## src/sfp_regs.svh

```systemverilog
// Operation
// Security read: opcode, 3 or 4 address bytes, one dummy byte, bits taken on rising SCK.
// After the dummy byte, security data leaves on SO, one bit per falling SCK.
// Byte address advances after each output byte; low ten bits wrap from last to zero.
// Reset needs an enable-reset frame then a reset frame, in single or quad mode.
// Accepted reset aborts work and clears all volatile state back to power-on values.
// During reset recovery every incoming command is rejected.
// Host should poll busy and suspend flags before issuing the reset pair.
// Suspend is taken only during program or erase, busy set and no suspend flag.
// Accepted suspend sets its flag at once and drops busy within the suspend time.
// Program suspended: status write, security erase/program, erases and programs are refused.
// Erase suspended: status write, security erase and erases refused; programs still pass.
// Resume is taken only with a suspend flag set and busy clear.
// Accepted resume clears the flag at once, sets busy within the bound, continues.
// Power-down runs only if select rises right after opcode bit eight; entry after delay.
// Power-down arriving while a cycle is busy is rejected; the cycle goes on.
// In power-down only the release opcode and the reset pair are heard.
// After a release frame, commands are accepted again only after the release time.
// Host keeps select high during the whole release time.
// ID read: release opcode, three dummy bytes, then ID MSB first, repeated until deselect.
// Release or ID read arriving while busy is ignored; the cycle is untouched.
// Address is 24 bits by default, 32 bits in four-byte mode.
// Busy flag is one during a self-timed program or erase, zero after.
// A frame ending before a full opcode byte is dropped and changes nothing.
`ifndef SFP_REGS_SVH
`define SFP_REGS_SVH
`define SFP_CLK_NS 20
`define SFP_RESUME_MAX_NS 200
`define SFP_ONE_BIT 6'h01
`define SFP_NIB 6'h04
`define SFP_OP_BITS 6'h08
`define SFP_ADDR3_BITS 6'h18
`define SFP_ADDR4_BITS 6'h20
`define SFP_DUMMY_BITS 6'h08
`define SFP_ID_DUMMY_BITS 6'h18
`define SFP_SEC_LAST 10'h3ff
`define SFP_SEC_FIRST 10'h000
`define SFP_KIND_PROG 2'h1
`define SFP_KIND_ERASE 2'h2
`define SFP_OP_SEC_RD 8'h48
`define SFP_OP_RST_EN 8'h66
`define SFP_OP_RST 8'h99
`define SFP_OP_SUS 8'h75
`define SFP_OP_RES 8'h7a
`define SFP_OP_PWRDN 8'hb9
`define SFP_OP_REL 8'hab
`define SFP_OP_WRSR 8'h01
`define SFP_OP_SEC_ER 8'h44
`define SFP_OP_SEC_PG 8'h42
`define SFP_OP_SE_A 8'h20
`define SFP_OP_SE_B 8'h21
`define SFP_OP_BK32_A 8'h52
`define SFP_OP_BK32_B 8'h5c
`define SFP_OP_BK64_A 8'hd8
`define SFP_OP_BK64_B 8'hdc
`define SFP_OP_CHIP_A 8'hc7
`define SFP_OP_CHIP_B 8'h60
`define SFP_OP_PG_A 8'h02
`define SFP_OP_PG_B 8'h12
`define SFP_OP_QPG_A 8'h32
`define SFP_OP_QPG_B 8'h34
`endif
```

## src/sfp_pkg.sv

```systemverilog
package sfp_pkg;
  typedef enum logic [2:0] {
    PH_IDLE = 3'b000,
    PH_OPC = 3'b001,
    PH_ADDR = 3'b010,
    PH_DUMMY = 3'b011,
    PH_SDATA = 3'b100,
    PH_IDUMMY = 3'b101,
    PH_IDATA = 3'b110,
    PH_DROP = 3'b111
  } sfp_phase_e;
  typedef enum logic [2:0] {
    TM_NONE = 3'b000,
    TM_RST = 3'b001,
    TM_SUS = 3'b010,
    TM_PD = 3'b011,
    TM_REL = 3'b100
  } sfp_tmr_e;
  typedef struct packed {
    logic start;
    logic [1:0] kind;
    logic done;
  } sfp_arr_in_s;
  typedef struct packed {
    logic sus_req;
    logic res_req;
    logic abort;
    logic vol_clr;
  } sfp_arr_out_s;
  typedef struct packed {
    logic sck_m, sck_s, sck_p;
    logic cs_m, cs_s, cs_p;
    logic [3:0] io_m, io_s;
    sfp_phase_e ph;
    logic [5:0] cnt;
    logic [7:0] opc;
    logic opc_ok, extra;
    logic [31:0] sh, addr;
    logic [7:0] ob;
    logic [2:0] obit;
    logic so, so_oe;
    logic rst_en, inprog;
    logic [1:0] kind, susf;
    logic pdn, lowp, blk;
    sfp_tmr_e tk;
    logic [19:0] tmr;
    logic fwd;
    logic [7:0] fopc;
    sfp_arr_out_s arr;
  } sfp_st_s;
endpackage

```

## src/sfp_ctrl.sv

```systemverilog
`timescale 1ns/1ps
`include "sfp_regs.svh"
module sfp_ctrl
  import sfp_pkg::*;
#(
  parameter logic [7:0] DEVICE_ID = 8'h5a, // Arbitrary value.
  parameter int RESET_RECOVERY_NS = 1000,
  parameter int SUSPEND_MAX_NS = 1000,
  parameter int RELEASE_TIME_NS = 1000,
  parameter int POWERDOWN_ENTRY_DELAY_NS = 1000
) (
  // Clock and reset.
  input wire logic clk_in,
  input wire logic rst_n_in,
  // Serial link.
  input wire logic cs_n_in,
  input wire logic sck_in,
  input wire logic [3:0] io_in,
  output logic so_out,
  output logic so_oe_out,
  // Mode bits from the status logic.
  input wire logic four_byte_address_flag_in,
  input wire logic quad_instruction_mode_in,
  // Array engine and security storage.
  input wire sfp_arr_in_s arr_in,
  output sfp_arr_out_s arr_out,
  output logic [31:0] sec_addr_out,
  input wire logic [7:0] sec_data_in,
  // Commands handed to the rest of the device.
  output logic cmd_valid_out,
  output logic [7:0] cmd_opcode_out,
  // Status.
  output logic write_in_progress_flag_out,
  output logic [1:0] suspend_flags_out,
  output logic deep_powerdown_out,
  output logic low_power_out,
  output logic cmd_blocked_out
);
  localparam int CK = `SFP_CLK_NS;
  localparam int RST_RAW = (RESET_RECOVERY_NS + CK - 1) / CK;
  localparam int RST_CYC = (RST_RAW < 1) ? 1 : RST_RAW;
  localparam int SUS_RAW = SUSPEND_MAX_NS / CK;
  localparam int SUS_CYC = (SUS_RAW < 1) ? 1 : SUS_RAW;
  localparam int REL_RAW = (RELEASE_TIME_NS + CK - 1) / CK;
  localparam int REL_CYC = (REL_RAW < 1) ? 1 : REL_RAW;
  localparam int PD_RAW = (POWERDOWN_ENTRY_DELAY_NS + CK - 1) / CK;
  localparam int PD_CYC = (PD_RAW < 1) ? 1 : PD_RAW;
  localparam int RES_RAW = `SFP_RESUME_MAX_NS / CK;
  localparam int RES_CYC = (RES_RAW < 1) ? 1 : RES_RAW;

  function automatic logic is_local(input logic [7:0] op);
    is_local = op inside {`SFP_OP_SEC_RD, `SFP_OP_RST_EN, `SFP_OP_RST, `SFP_OP_SUS,
                          `SFP_OP_RES, `SFP_OP_PWRDN, `SFP_OP_REL};
  endfunction

  // Opcodes that a suspended program or erase must not see.
  function automatic logic refused(input logic [7:0] op, input logic [1:0] sf);
    logic er;
    logic pg;
    logic wr;
    er = op inside {`SFP_OP_SE_A, `SFP_OP_SE_B, `SFP_OP_BK32_A, `SFP_OP_BK32_B,
                    `SFP_OP_BK64_A, `SFP_OP_BK64_B, `SFP_OP_CHIP_A, `SFP_OP_CHIP_B};
    pg = op inside {`SFP_OP_PG_A, `SFP_OP_PG_B, `SFP_OP_QPG_A, `SFP_OP_QPG_B, `SFP_OP_SEC_PG};
    wr = op inside {`SFP_OP_WRSR, `SFP_OP_SEC_ER};
    refused = (sf[0] && (er || pg || wr)) || (sf[1] && (er || wr));
  endfunction

  sfp_st_s st_r;
  sfp_st_s st_nxt;
  logic rise;
  logic fall;
  logic cs_fall;
  logic cs_rise;
  logic sel;
  logic quad;
  logic exact;
  logic frame_ok;
  logic rst_go;
  logic sus_go;
  logic res_go;
  logic pd_go;
  logic rel_go;
  logic [5:0] step;
  logic [5:0] alen;
  logic [7:0] nopc;
  logic [7:0] obyte;

  // First synchroniser stages are never read; select is kept active high so reset matches an idle link.
  assign rise = st_r.sck_s & ~st_r.sck_p;
  assign fall = ~st_r.sck_s & st_r.sck_p;
  assign cs_fall = st_r.cs_s & ~st_r.cs_p;
  assign cs_rise = ~st_r.cs_s & st_r.cs_p;
  assign sel = st_r.cs_s;
  assign quad = quad_instruction_mode_in;
  assign step = quad ? `SFP_NIB : `SFP_ONE_BIT;
  assign nopc = quad ? {st_r.opc[3:0], st_r.io_s} : {st_r.opc[6:0], st_r.io_s[0]};
  assign alen = four_byte_address_flag_in ? `SFP_ADDR4_BITS : `SFP_ADDR3_BITS;
  assign obyte = (st_r.ph == PH_SDATA) ? sec_data_in : DEVICE_ID;
  // Decisions made when select rises; short frames never qualify.
  assign exact = st_r.opc_ok & ~st_r.extra;
  assign frame_ok = cs_rise & st_r.opc_ok & ~st_r.blk;
  assign rst_go = frame_ok & exact & (st_r.opc == `SFP_OP_RST) & st_r.rst_en;
  assign sus_go = frame_ok & exact & (st_r.opc == `SFP_OP_SUS) & ~st_r.pdn & st_r.inprog
                  & (st_r.susf == 2'h0) & (st_r.tk == TM_NONE)
                  & ((st_r.kind == `SFP_KIND_PROG) | (st_r.kind == `SFP_KIND_ERASE));
  assign res_go = frame_ok & exact & (st_r.opc == `SFP_OP_RES) & ~st_r.pdn
                  & (st_r.susf != 2'h0) & ~st_r.inprog;
  assign pd_go = frame_ok & exact & (st_r.opc == `SFP_OP_PWRDN) & ~st_r.pdn
                 & ~st_r.inprog & (st_r.tk == TM_NONE);
  assign rel_go = frame_ok & (st_r.opc == `SFP_OP_REL) & st_r.pdn & ~st_r.inprog;

  always_comb begin
    st_nxt = st_r;
    st_nxt.sck_m = sck_in;
    st_nxt.sck_s = st_r.sck_m;
    st_nxt.sck_p = st_r.sck_s;
    st_nxt.cs_m = ~cs_n_in;
    st_nxt.cs_s = st_r.cs_m;
    st_nxt.cs_p = st_r.cs_s;
    st_nxt.io_m = io_in;
    st_nxt.io_s = st_r.io_m;
    st_nxt.fwd = 1'b0;
    st_nxt.arr = '0;
    if (cs_fall) begin
      st_nxt.ph = PH_OPC;
      st_nxt.cnt = '0;
      st_nxt.sh = '0;
      st_nxt.opc_ok = 1'b0;
      st_nxt.extra = 1'b0;
    end else if (sel && rise) begin
      unique case (st_r.ph)
        PH_OPC: begin
          st_nxt.opc = nopc;
          st_nxt.cnt = st_r.cnt + step;
          if (st_nxt.cnt == `SFP_OP_BITS) begin
            st_nxt.opc_ok = 1'b1;
            st_nxt.cnt = '0;
            st_nxt.ph = PH_DROP;
            if (!st_r.blk && !quad) begin
              if (nopc == `SFP_OP_SEC_RD && !st_r.pdn) begin
                st_nxt.ph = PH_ADDR;
              end
              if (nopc == `SFP_OP_REL && !st_r.inprog) begin
                st_nxt.ph = PH_IDUMMY;
              end
            end
            if (!st_r.blk && !st_r.pdn && !is_local(nopc) && !refused(nopc, st_r.susf)) begin
              st_nxt.fwd = 1'b1;
              st_nxt.fopc = nopc;
            end
          end
        end
        PH_ADDR: begin
          st_nxt.sh = {st_r.sh[30:0], st_r.io_s[0]};
          st_nxt.cnt = st_r.cnt + `SFP_ONE_BIT;
          if (st_nxt.cnt == alen) begin
            st_nxt.addr = st_nxt.sh;
            st_nxt.cnt = '0;
            st_nxt.ph = PH_DUMMY;
          end
        end
        PH_DUMMY: begin
          st_nxt.cnt = st_r.cnt + `SFP_ONE_BIT;
          if (st_nxt.cnt == `SFP_DUMMY_BITS) begin
            st_nxt.ph = PH_SDATA;
            st_nxt.obit = '0;
          end
        end
        PH_IDUMMY: begin
          st_nxt.cnt = st_r.cnt + `SFP_ONE_BIT;
          if (st_nxt.cnt == `SFP_ID_DUMMY_BITS) begin
            st_nxt.ph = PH_IDATA;
            st_nxt.obit = '0;
          end
        end
        PH_SDATA, PH_IDATA, PH_DROP, PH_IDLE: begin
          st_nxt.extra = 1'b1;
        end
      endcase
    end else if (sel && fall && (st_r.ph == PH_SDATA || st_r.ph == PH_IDATA)) begin
      st_nxt.so_oe = 1'b1;
      st_nxt.obit = st_r.obit + 3'h1;
      if (st_r.obit == 3'h0) begin
        st_nxt.so = obyte[7];
        st_nxt.ob = {obyte[6:0], 1'b0};
        if (st_r.ph == PH_SDATA) begin
          st_nxt.addr[9:0] = (st_r.addr[9:0] == `SFP_SEC_LAST) ? `SFP_SEC_FIRST
                                                                : st_r.addr[9:0] + 10'h001;
        end
      end else begin
        st_nxt.so = st_r.ob[7];
        st_nxt.ob = {st_r.ob[6:0], 1'b0};
      end
    end
    if (cs_rise) begin
      st_nxt.ph = PH_IDLE;
      st_nxt.so_oe = 1'b0;
    end
    if (frame_ok) begin
      st_nxt.rst_en = exact && (st_r.opc == `SFP_OP_RST_EN);
    end
    // Array cycle tracking.
    if (arr_in.start && !st_r.inprog) begin
      st_nxt.inprog = 1'b1;
      st_nxt.kind = arr_in.kind;
    end
    if (arr_in.done && st_r.inprog && st_r.tk != TM_SUS) begin
      st_nxt.inprog = 1'b0;
    end
    if (st_r.tk != TM_NONE) begin
      if (st_r.tmr <= 20'h00001) begin
        st_nxt.tk = TM_NONE;
        if (st_r.tk == TM_SUS) begin
          st_nxt.inprog = 1'b0;
        end
        if (st_r.tk == TM_PD) begin
          st_nxt.lowp = 1'b1;
        end
      end else begin
        st_nxt.tmr = st_r.tmr - 20'h00001;
      end
    end
    if (sus_go) begin
      st_nxt.susf = st_r.kind;
      st_nxt.arr.sus_req = 1'b1;
      st_nxt.tk = TM_SUS;
      st_nxt.tmr = 20'(SUS_CYC);
    end
    if (res_go) begin
      st_nxt.susf = 2'h0;
      st_nxt.inprog = 1'b1;
      st_nxt.kind = st_r.susf;
      st_nxt.arr.res_req = 1'b1;
    end
    if (pd_go) begin
      st_nxt.pdn = 1'b1;
      st_nxt.tk = TM_PD;
      st_nxt.tmr = 20'(PD_CYC);
    end
    if (rel_go) begin
      st_nxt.pdn = 1'b0;
      st_nxt.lowp = 1'b0;
      st_nxt.tk = TM_REL;
      st_nxt.tmr = 20'(REL_CYC);
    end
    if (rst_go) begin
      st_nxt.inprog = 1'b0;
      st_nxt.susf = 2'h0;
      st_nxt.kind = 2'h0;
      st_nxt.pdn = 1'b0;
      st_nxt.lowp = 1'b0;
      st_nxt.rst_en = 1'b0;
      st_nxt.arr.abort = 1'b1;
      st_nxt.arr.vol_clr = 1'b1;
      st_nxt.tk = TM_RST;
      st_nxt.tmr = 20'(RST_CYC);
    end
    st_nxt.blk = (st_nxt.tk == TM_RST) || (st_nxt.tk == TM_REL);
  end

  always_ff @(posedge clk_in or negedge rst_n_in) begin
    if (!rst_n_in) begin
      st_r <= '0;
    end else begin
      st_r <= st_nxt;
    end
  end

  assign so_out = st_r.so;
  assign so_oe_out = st_r.so_oe;
  assign arr_out = st_r.arr;
  assign sec_addr_out = st_r.addr;
  assign cmd_valid_out = st_r.fwd;
  assign cmd_opcode_out = st_r.fopc;
  assign write_in_progress_flag_out = st_r.inprog;
  assign suspend_flags_out = st_r.susf;
  assign deep_powerdown_out = st_r.pdn;
  assign low_power_out = st_r.lowp;
  assign cmd_blocked_out = st_r.blk;

  a_reset_clears: assert property (
    @(posedge clk_in) disable iff (!rst_n_in)
    st_r.arr.abort |-> !st_r.inprog && st_r.susf == 2'h0 && !st_r.pdn && st_r.blk)
    else $error("reset did not clear state");
  a_recover_hold: assert property (
    @(posedge clk_in) disable iff (!rst_n_in)
    st_r.arr.abort |-> (!st_r.fwd && !st_r.arr.sus_req && !st_r.arr.res_req) [*8])
    else $error("command taken during reset recovery");
  a_recover_len: assert property (
    @(posedge clk_in) disable iff (!rst_n_in)
    st_r.arr.abort |-> ##RST_CYC (st_r.tk != TM_RST))
    else $error("reset recovery length wrong");
  a_suspend_gate: assert property (
    @(posedge clk_in) disable iff (!rst_n_in)
    st_r.arr.sus_req |-> $past(st_r.inprog) && $past(st_r.susf) == 2'h0 && $past(st_r.kind) != 2'h0)
    else $error("suspend taken without running cycle");
  a_suspend_done: assert property (
    @(posedge clk_in) disable iff (!rst_n_in)
    st_r.arr.sus_req |-> st_r.susf != 2'h0 ##[1:SUS_CYC] !st_r.inprog)
    else $error("suspend did not settle in time");
  a_resume_gate: assert property (
    @(posedge clk_in) disable iff (!rst_n_in)
    st_r.arr.res_req |-> $past(st_r.susf) != 2'h0 && !$past(st_r.inprog))
    else $error("resume taken while not suspended");
  a_resume_busy: assert property (
    @(posedge clk_in) disable iff (!rst_n_in)
    $fell(st_r.susf != 2'h0) && !st_r.arr.abort |-> ##[0:RES_CYC] st_r.inprog)
    else $error("resume did not set busy in time");
  a_pd_busy: assert property (
    @(posedge clk_in) disable iff (!rst_n_in)
    $rose(st_r.pdn) |-> !$past(st_r.inprog) && st_r.tk == TM_PD)
    else $error("power-down taken while busy");
  a_pd_quiet: assert property (
    @(posedge clk_in) disable iff (!rst_n_in)
    st_r.fwd |-> !$past(st_r.pdn) && !$past(st_r.blk))
    else $error("command passed in power-down or recovery");
  a_release_wait: assert property (
    @(posedge clk_in) disable iff (!rst_n_in)
    $fell(st_r.pdn) && !st_r.arr.abort |-> st_r.blk [*8])
    else $error("release time not kept");
  a_suspend_refuse: assert property (
    @(posedge clk_in) disable iff (!rst_n_in)
    st_r.fwd |-> !refused(st_r.fopc, $past(st_r.susf)))
    else $error("refused opcode passed while suspended");
  a_addr_wrap: assert property (
    @(posedge clk_in) disable iff (!rst_n_in)
    sel && fall && st_r.ph == PH_SDATA && st_r.obit == 3'h0 |=> st_r.addr[9:0] != $past(st_r.addr[9:0])
    && st_r.addr[31:10] == $past(st_r.addr[31:10]))
    else $error("security address did not advance");
  a_out_falling: assert property (
    @(posedge clk_in) disable iff (!rst_n_in)
    $changed(st_r.so) |-> $past(fall))
    else $error("output bit changed off a falling edge");
  a_short_frame: assert property (
    @(posedge clk_in) disable iff (!rst_n_in)
    cs_rise && !st_r.opc_ok |=> st_r.rst_en == $past(st_r.rst_en) && st_r.pdn == $past(st_r.pdn))
    else $error("short frame changed state");
endmodule // sfp_ctrl

```

## config.mk

```make
export PLATFORM = sky130hd
export DESIGN_NAME = sfp_ctrl
export DESIGN_NICKNAME = d
export VERILOG_FILES = /design/src/sfp_pkg.sv /design/src/sfp_ctrl.sv
export VERILOG_INCLUDE_DIRS = /design/src
export SDC_FILE = /design/constraint.sdc
export NUM_CORES = 1
export LEC_CHECK = 0
export BUFFER_PORTS_ARGS = -buffer_cell sky130_fd_sc_hd__buf_2
export CORE_MARGIN = 2
export CORE_UTILIZATION = 50
export CTS_CLUSTER_DIAMETER = 30
export DETAILED_ROUTE_END_ITERATION = 8
export PLACE_DENSITY = 0.69
export SETUP_SLACK_MARGIN = 0.1
export SLEW_MARGIN = 5
export SYNTH_ARGS = -nofsm -noshare
export SYNTH_HDL_FRONTEND = slang
export SYNTH_SLANG_ARGS = --single-unit
```

## constraint.sdc

```tcl
create_clock -name clk_in -period 3 [get_ports clk_in]
set_input_delay 0.3 -clock clk_in [delete_from_list [all_inputs] [get_ports clk_in]]
set_output_delay 0.3 -clock clk_in [all_outputs]
set_load 0.005 [all_outputs]
```

==> reports/metrics.csv <==
stage,metric,value,unit
yosys,syn_nets,895,
min_path,Hold EP,st_r[51],
layout,# nets final,934,
die,Die Wd,131.3,um
die,core area,0.01589,mm^2
sta,fin crit share,0.9168,
setup_path,CP required,3.31,ns
die,die area,0.01725,mm^2
setup_path,Register-to-Register Path Depth,7,
place,DP Cell Count,1091,
setup_path,CP max FO,7,
yosys,"FFs w/ async S/R, synth",1.000,
power,PD cells,564.4,mW/mm^2
layout,ant diodes,0,
setup_path,worst r2r src,st_r[134],
routing,routed len/inst,15.75,um
die,Initial Utilization,0.5104,
power,maximum VDD drop,0.0003981,V
routing,Routed Antenna Nets,0,
die,num ports,75,
layout,area delta synth->final,13.40,%
routing,residual DRC count,0,
clock_tree,Clock Tree Buf Depth,2,
setup_path,Setup CP Type,reg2reg,
layout,fin cells,1130,
layout,"commonest non-fill, non-tap cell in the layout",dfrtp_1,
clock_tree,worst-skew pair later-pin latency,0.43,ns
sta,Max Clk Rate,363.6,MHz
yosys,Post-Syn Instances,862,
clock_tree,CTS clock-pin slew for the worst setup and hold paths,0.06,ns
yosys,yosys warns,0,
global_routing,largest net degree at the start of global routing,65,
sta,Final Max Tran Viols,0,
layout,"commonest non-fill, non-tap cells in the layout","dfrtp_1 (152), nand2_1 (116), a21oi_1 (74)",
place,hpwl dp,11920,um
sta,Final Hold Fails,0,
setup_path,CP arrival,3.06,ns
place,IO buf count,74,
clock_tree,clk sink count,152,
layout,Filler Cell Count,1418,
yosys,"Avg Cell Area, Syn",9.406,um^2
layout,fraction of layout cells with a size suffix above 1,0.2101,
sta,Tightest Pin Transition,0.6120,ns
global_routing,number of antenna violations at the first check in global routing,0,
yosys,"Top FF cell, synth",dfrtp_1,
routing,Vias,6267,
clock_tree,root cell of the clock tree,clkbuf_16,
min_path,hold path startpoint,sec_data_in[0],
sta,relative slew slack,0.5888,
yosys,Synth Register Bits,152,
flow_run,max-capacitance violation count,0,
place,global placement routability congestion,0.8723,
sta,setup_tns,0,ns
global_routing,first-pass GRT wire length,30790,um
power,LEAKAGE,4.245,nW
sta,RSZ-0062 raised after global routing,no,
yosys,Post-Syn Area,0.008108,mm^2
min_path,worst min path class,in2reg,
global_routing,total grt overflow,0,
clock_tree,Max H-tree Level,4,
routing,Detailed Routing Iterations Pass 1,7,
routing,drt total wl,17800,um
die,Std-Cell Rows,46,
yosys,number of flops mapped to enable cells by yosys,0,
routing,vias per cell,5.546,
yosys,"Seq/Total Area, Yosys",0.4691,
clock_tree,TritonCTS buffer count,17,
setup_path,R2R Setup Slk,0.25,ns
clock_tree,post-CTS setup repair buffer count,0,
run_status,outcome,finished clean,
setup_path,worst r2r dst,cmd_opcode_out[3],
yosys,post-synthesis cell type count,72,
clock_tree,TritonCTS clock tree,built,
setup_path,Setup crit start kind,flip-flop,
sta,min Tclk post-route,2.750,ns
min_path,Hold Path Cell Cnt,3,
routing,Iter 0 DRT Violations,593,
die,Die Ht,131.3,um
setup_path,CP Capture Type,flip-flop,
global_routing,Global Route Usage Sum,0.2167,
sta,Setup Skew,0.004968,ns
global_routing,vias in the first global route,6083,
sta,number of setup violations in the final report,0,
-- through the flow --
step                area (um^2)  total power [W]  hold WS (ns)    util  setup WS [ns]
global route               9194         0.005407        0.1165  0.5788         0.1249
finish                     9194         0.005189        0.1012  0.5788         0.2497
global placement           8493         0.002944        0.2949  0.5347        0.07096
CTS                        9189         0.005220       0.08833  0.5785         0.1976
detailed placement         8493         0.002955        0.3002  0.5347        0.03789
floorplan                  8142         0.002695      0.004409       -        0.02887
-- state kept, by name, summed over array words and instances, names as in the netlist --
name                        count
arr_out                         3
st_r                           92
so_oe_out                       1
so_out                          1
cmd_blocked_out                 1
cmd_opcode_out                  8
write_in_progress_flag_out      1
low_power_out                   1
cmd_valid_out                   1
sel                             1
deep_powerdown_out              1
st_nxt                          7
suspend_flags_out               2
sec_addr_out                   32
-- synthesized netlist by cell type (8+ instances only) --
cell type / number / area [um^2]
buf_2: 8 / 40.04
xor2_1: 9 / 78.83
ha_1: 11 / 137.6
nand2_1: 116 / 435.4
mux2_2: 28 / 315.3
inv_1: 25 / 93.84
dfrtp_1: 152 / 3804
a31oi_1: 9 / 56.30
nand2b_1: 15 / 93.84
nor2b_1: 8 / 50.05
xnor2_1: 13 / 113.9
buf_4: 46 / 345.3
nor3b_1: 8 / 60.06
o22ai_1: 9 / 56.30
o21ai_0: 28 / 140.1
a21oi_1: 74 / 370.4
clkbuf_1: 33 / 123.9
nor4_1: 13 / 81.33
mux2i_1: 14 / 140.1
nand3_1: 21 / 105.1
nor3_1: 31 / 155.2
nor2_1: 68 / 255.2
-- power breakdown --
part | internal (W) | switching (W)
clock | 0.00137 | 0.000882
sequential | 0.00213 | 0.000182
combinational | 0.000276 | 0.000354
total | 0.00377 | 0.00142
-- cell type report --
cell class | count | area [um^2] | share of cell area
clock inverters | 12 | 165.2 | 0.01796
clock buffers | 20 | 456.7 | 0.04967
multi-input cells | 594 | 3705 | 0.4030
repair buffers | 111 | 696.9 | 0.07580
flip-flops and latches | 152 | 3804 | 0.4137
well taps | 216 | 270.3 | 0.02940
inverters | 25 | 96.34 | 0.01048
-- worst max path at each step --
| stage | from | end | cells after the start |
|---|---|---|---|
| 2_1_floorplan | quad_instruction_mode_in | cmd_opcode_out[0] | 13 |
| 3_3_place_gp | quad_instruction_mode_in | cmd_opcode_out[5] | 8 |
| 3_5_place_dp | quad_instruction_mode_in | cmd_opcode_out[3] | 8 |
| 4_1_cts | st_r[132] | sec_addr_out[15] | 8 |
| 5_1_grt | st_r[133] | cmd_opcode_out[3] | 7 |
| 6_report | st_r[134] | cmd_opcode_out[3] | 7 |
-- repair_timing --
action | in CTS | in global routing
resized for setup | 1 | 2
endpoints found under the setup margin | 5 | 11
pin swaps | 0 | 1
endpoints found under the hold margin | 61 | 0
hold buffers | 7 | 0
-- critical path: stages (launching register included) --
cell     delay (ns)
dfrtp_1        0.39
ha_1           0.33
xor2_1         0.19
nor4_1         0.34
nand3_1        0.16
or2_4          0.27
or4b_4         0.62
mux2_4         0.32
-- metal layers --
metal / vias up / GRT usage / share of wire
met3: 19 / 0.04205 / 0.038
met5: - / 0 / 0
met1: 3035 / 0.3241 / 0.50
met4: 0 / 0.06280 / 0.011
li1: 3080 / - / -
met2: 133 / 0.3211 / 0.45
-- cell families (layout without fill, tap and decap cells) --
kind of cell,after synthesis,in the layout,synth area share
mux,48,48,0.06728
compound gates,173,173,0.1340
fa+ha+maj,11,11,0.01698
xor+xnor,22,22,0.02377
simple gates,340,340,0.2090
flops,152,152,0.4691
buf+inv,116,168,0.07994
(Power assumes the default switching activity.)
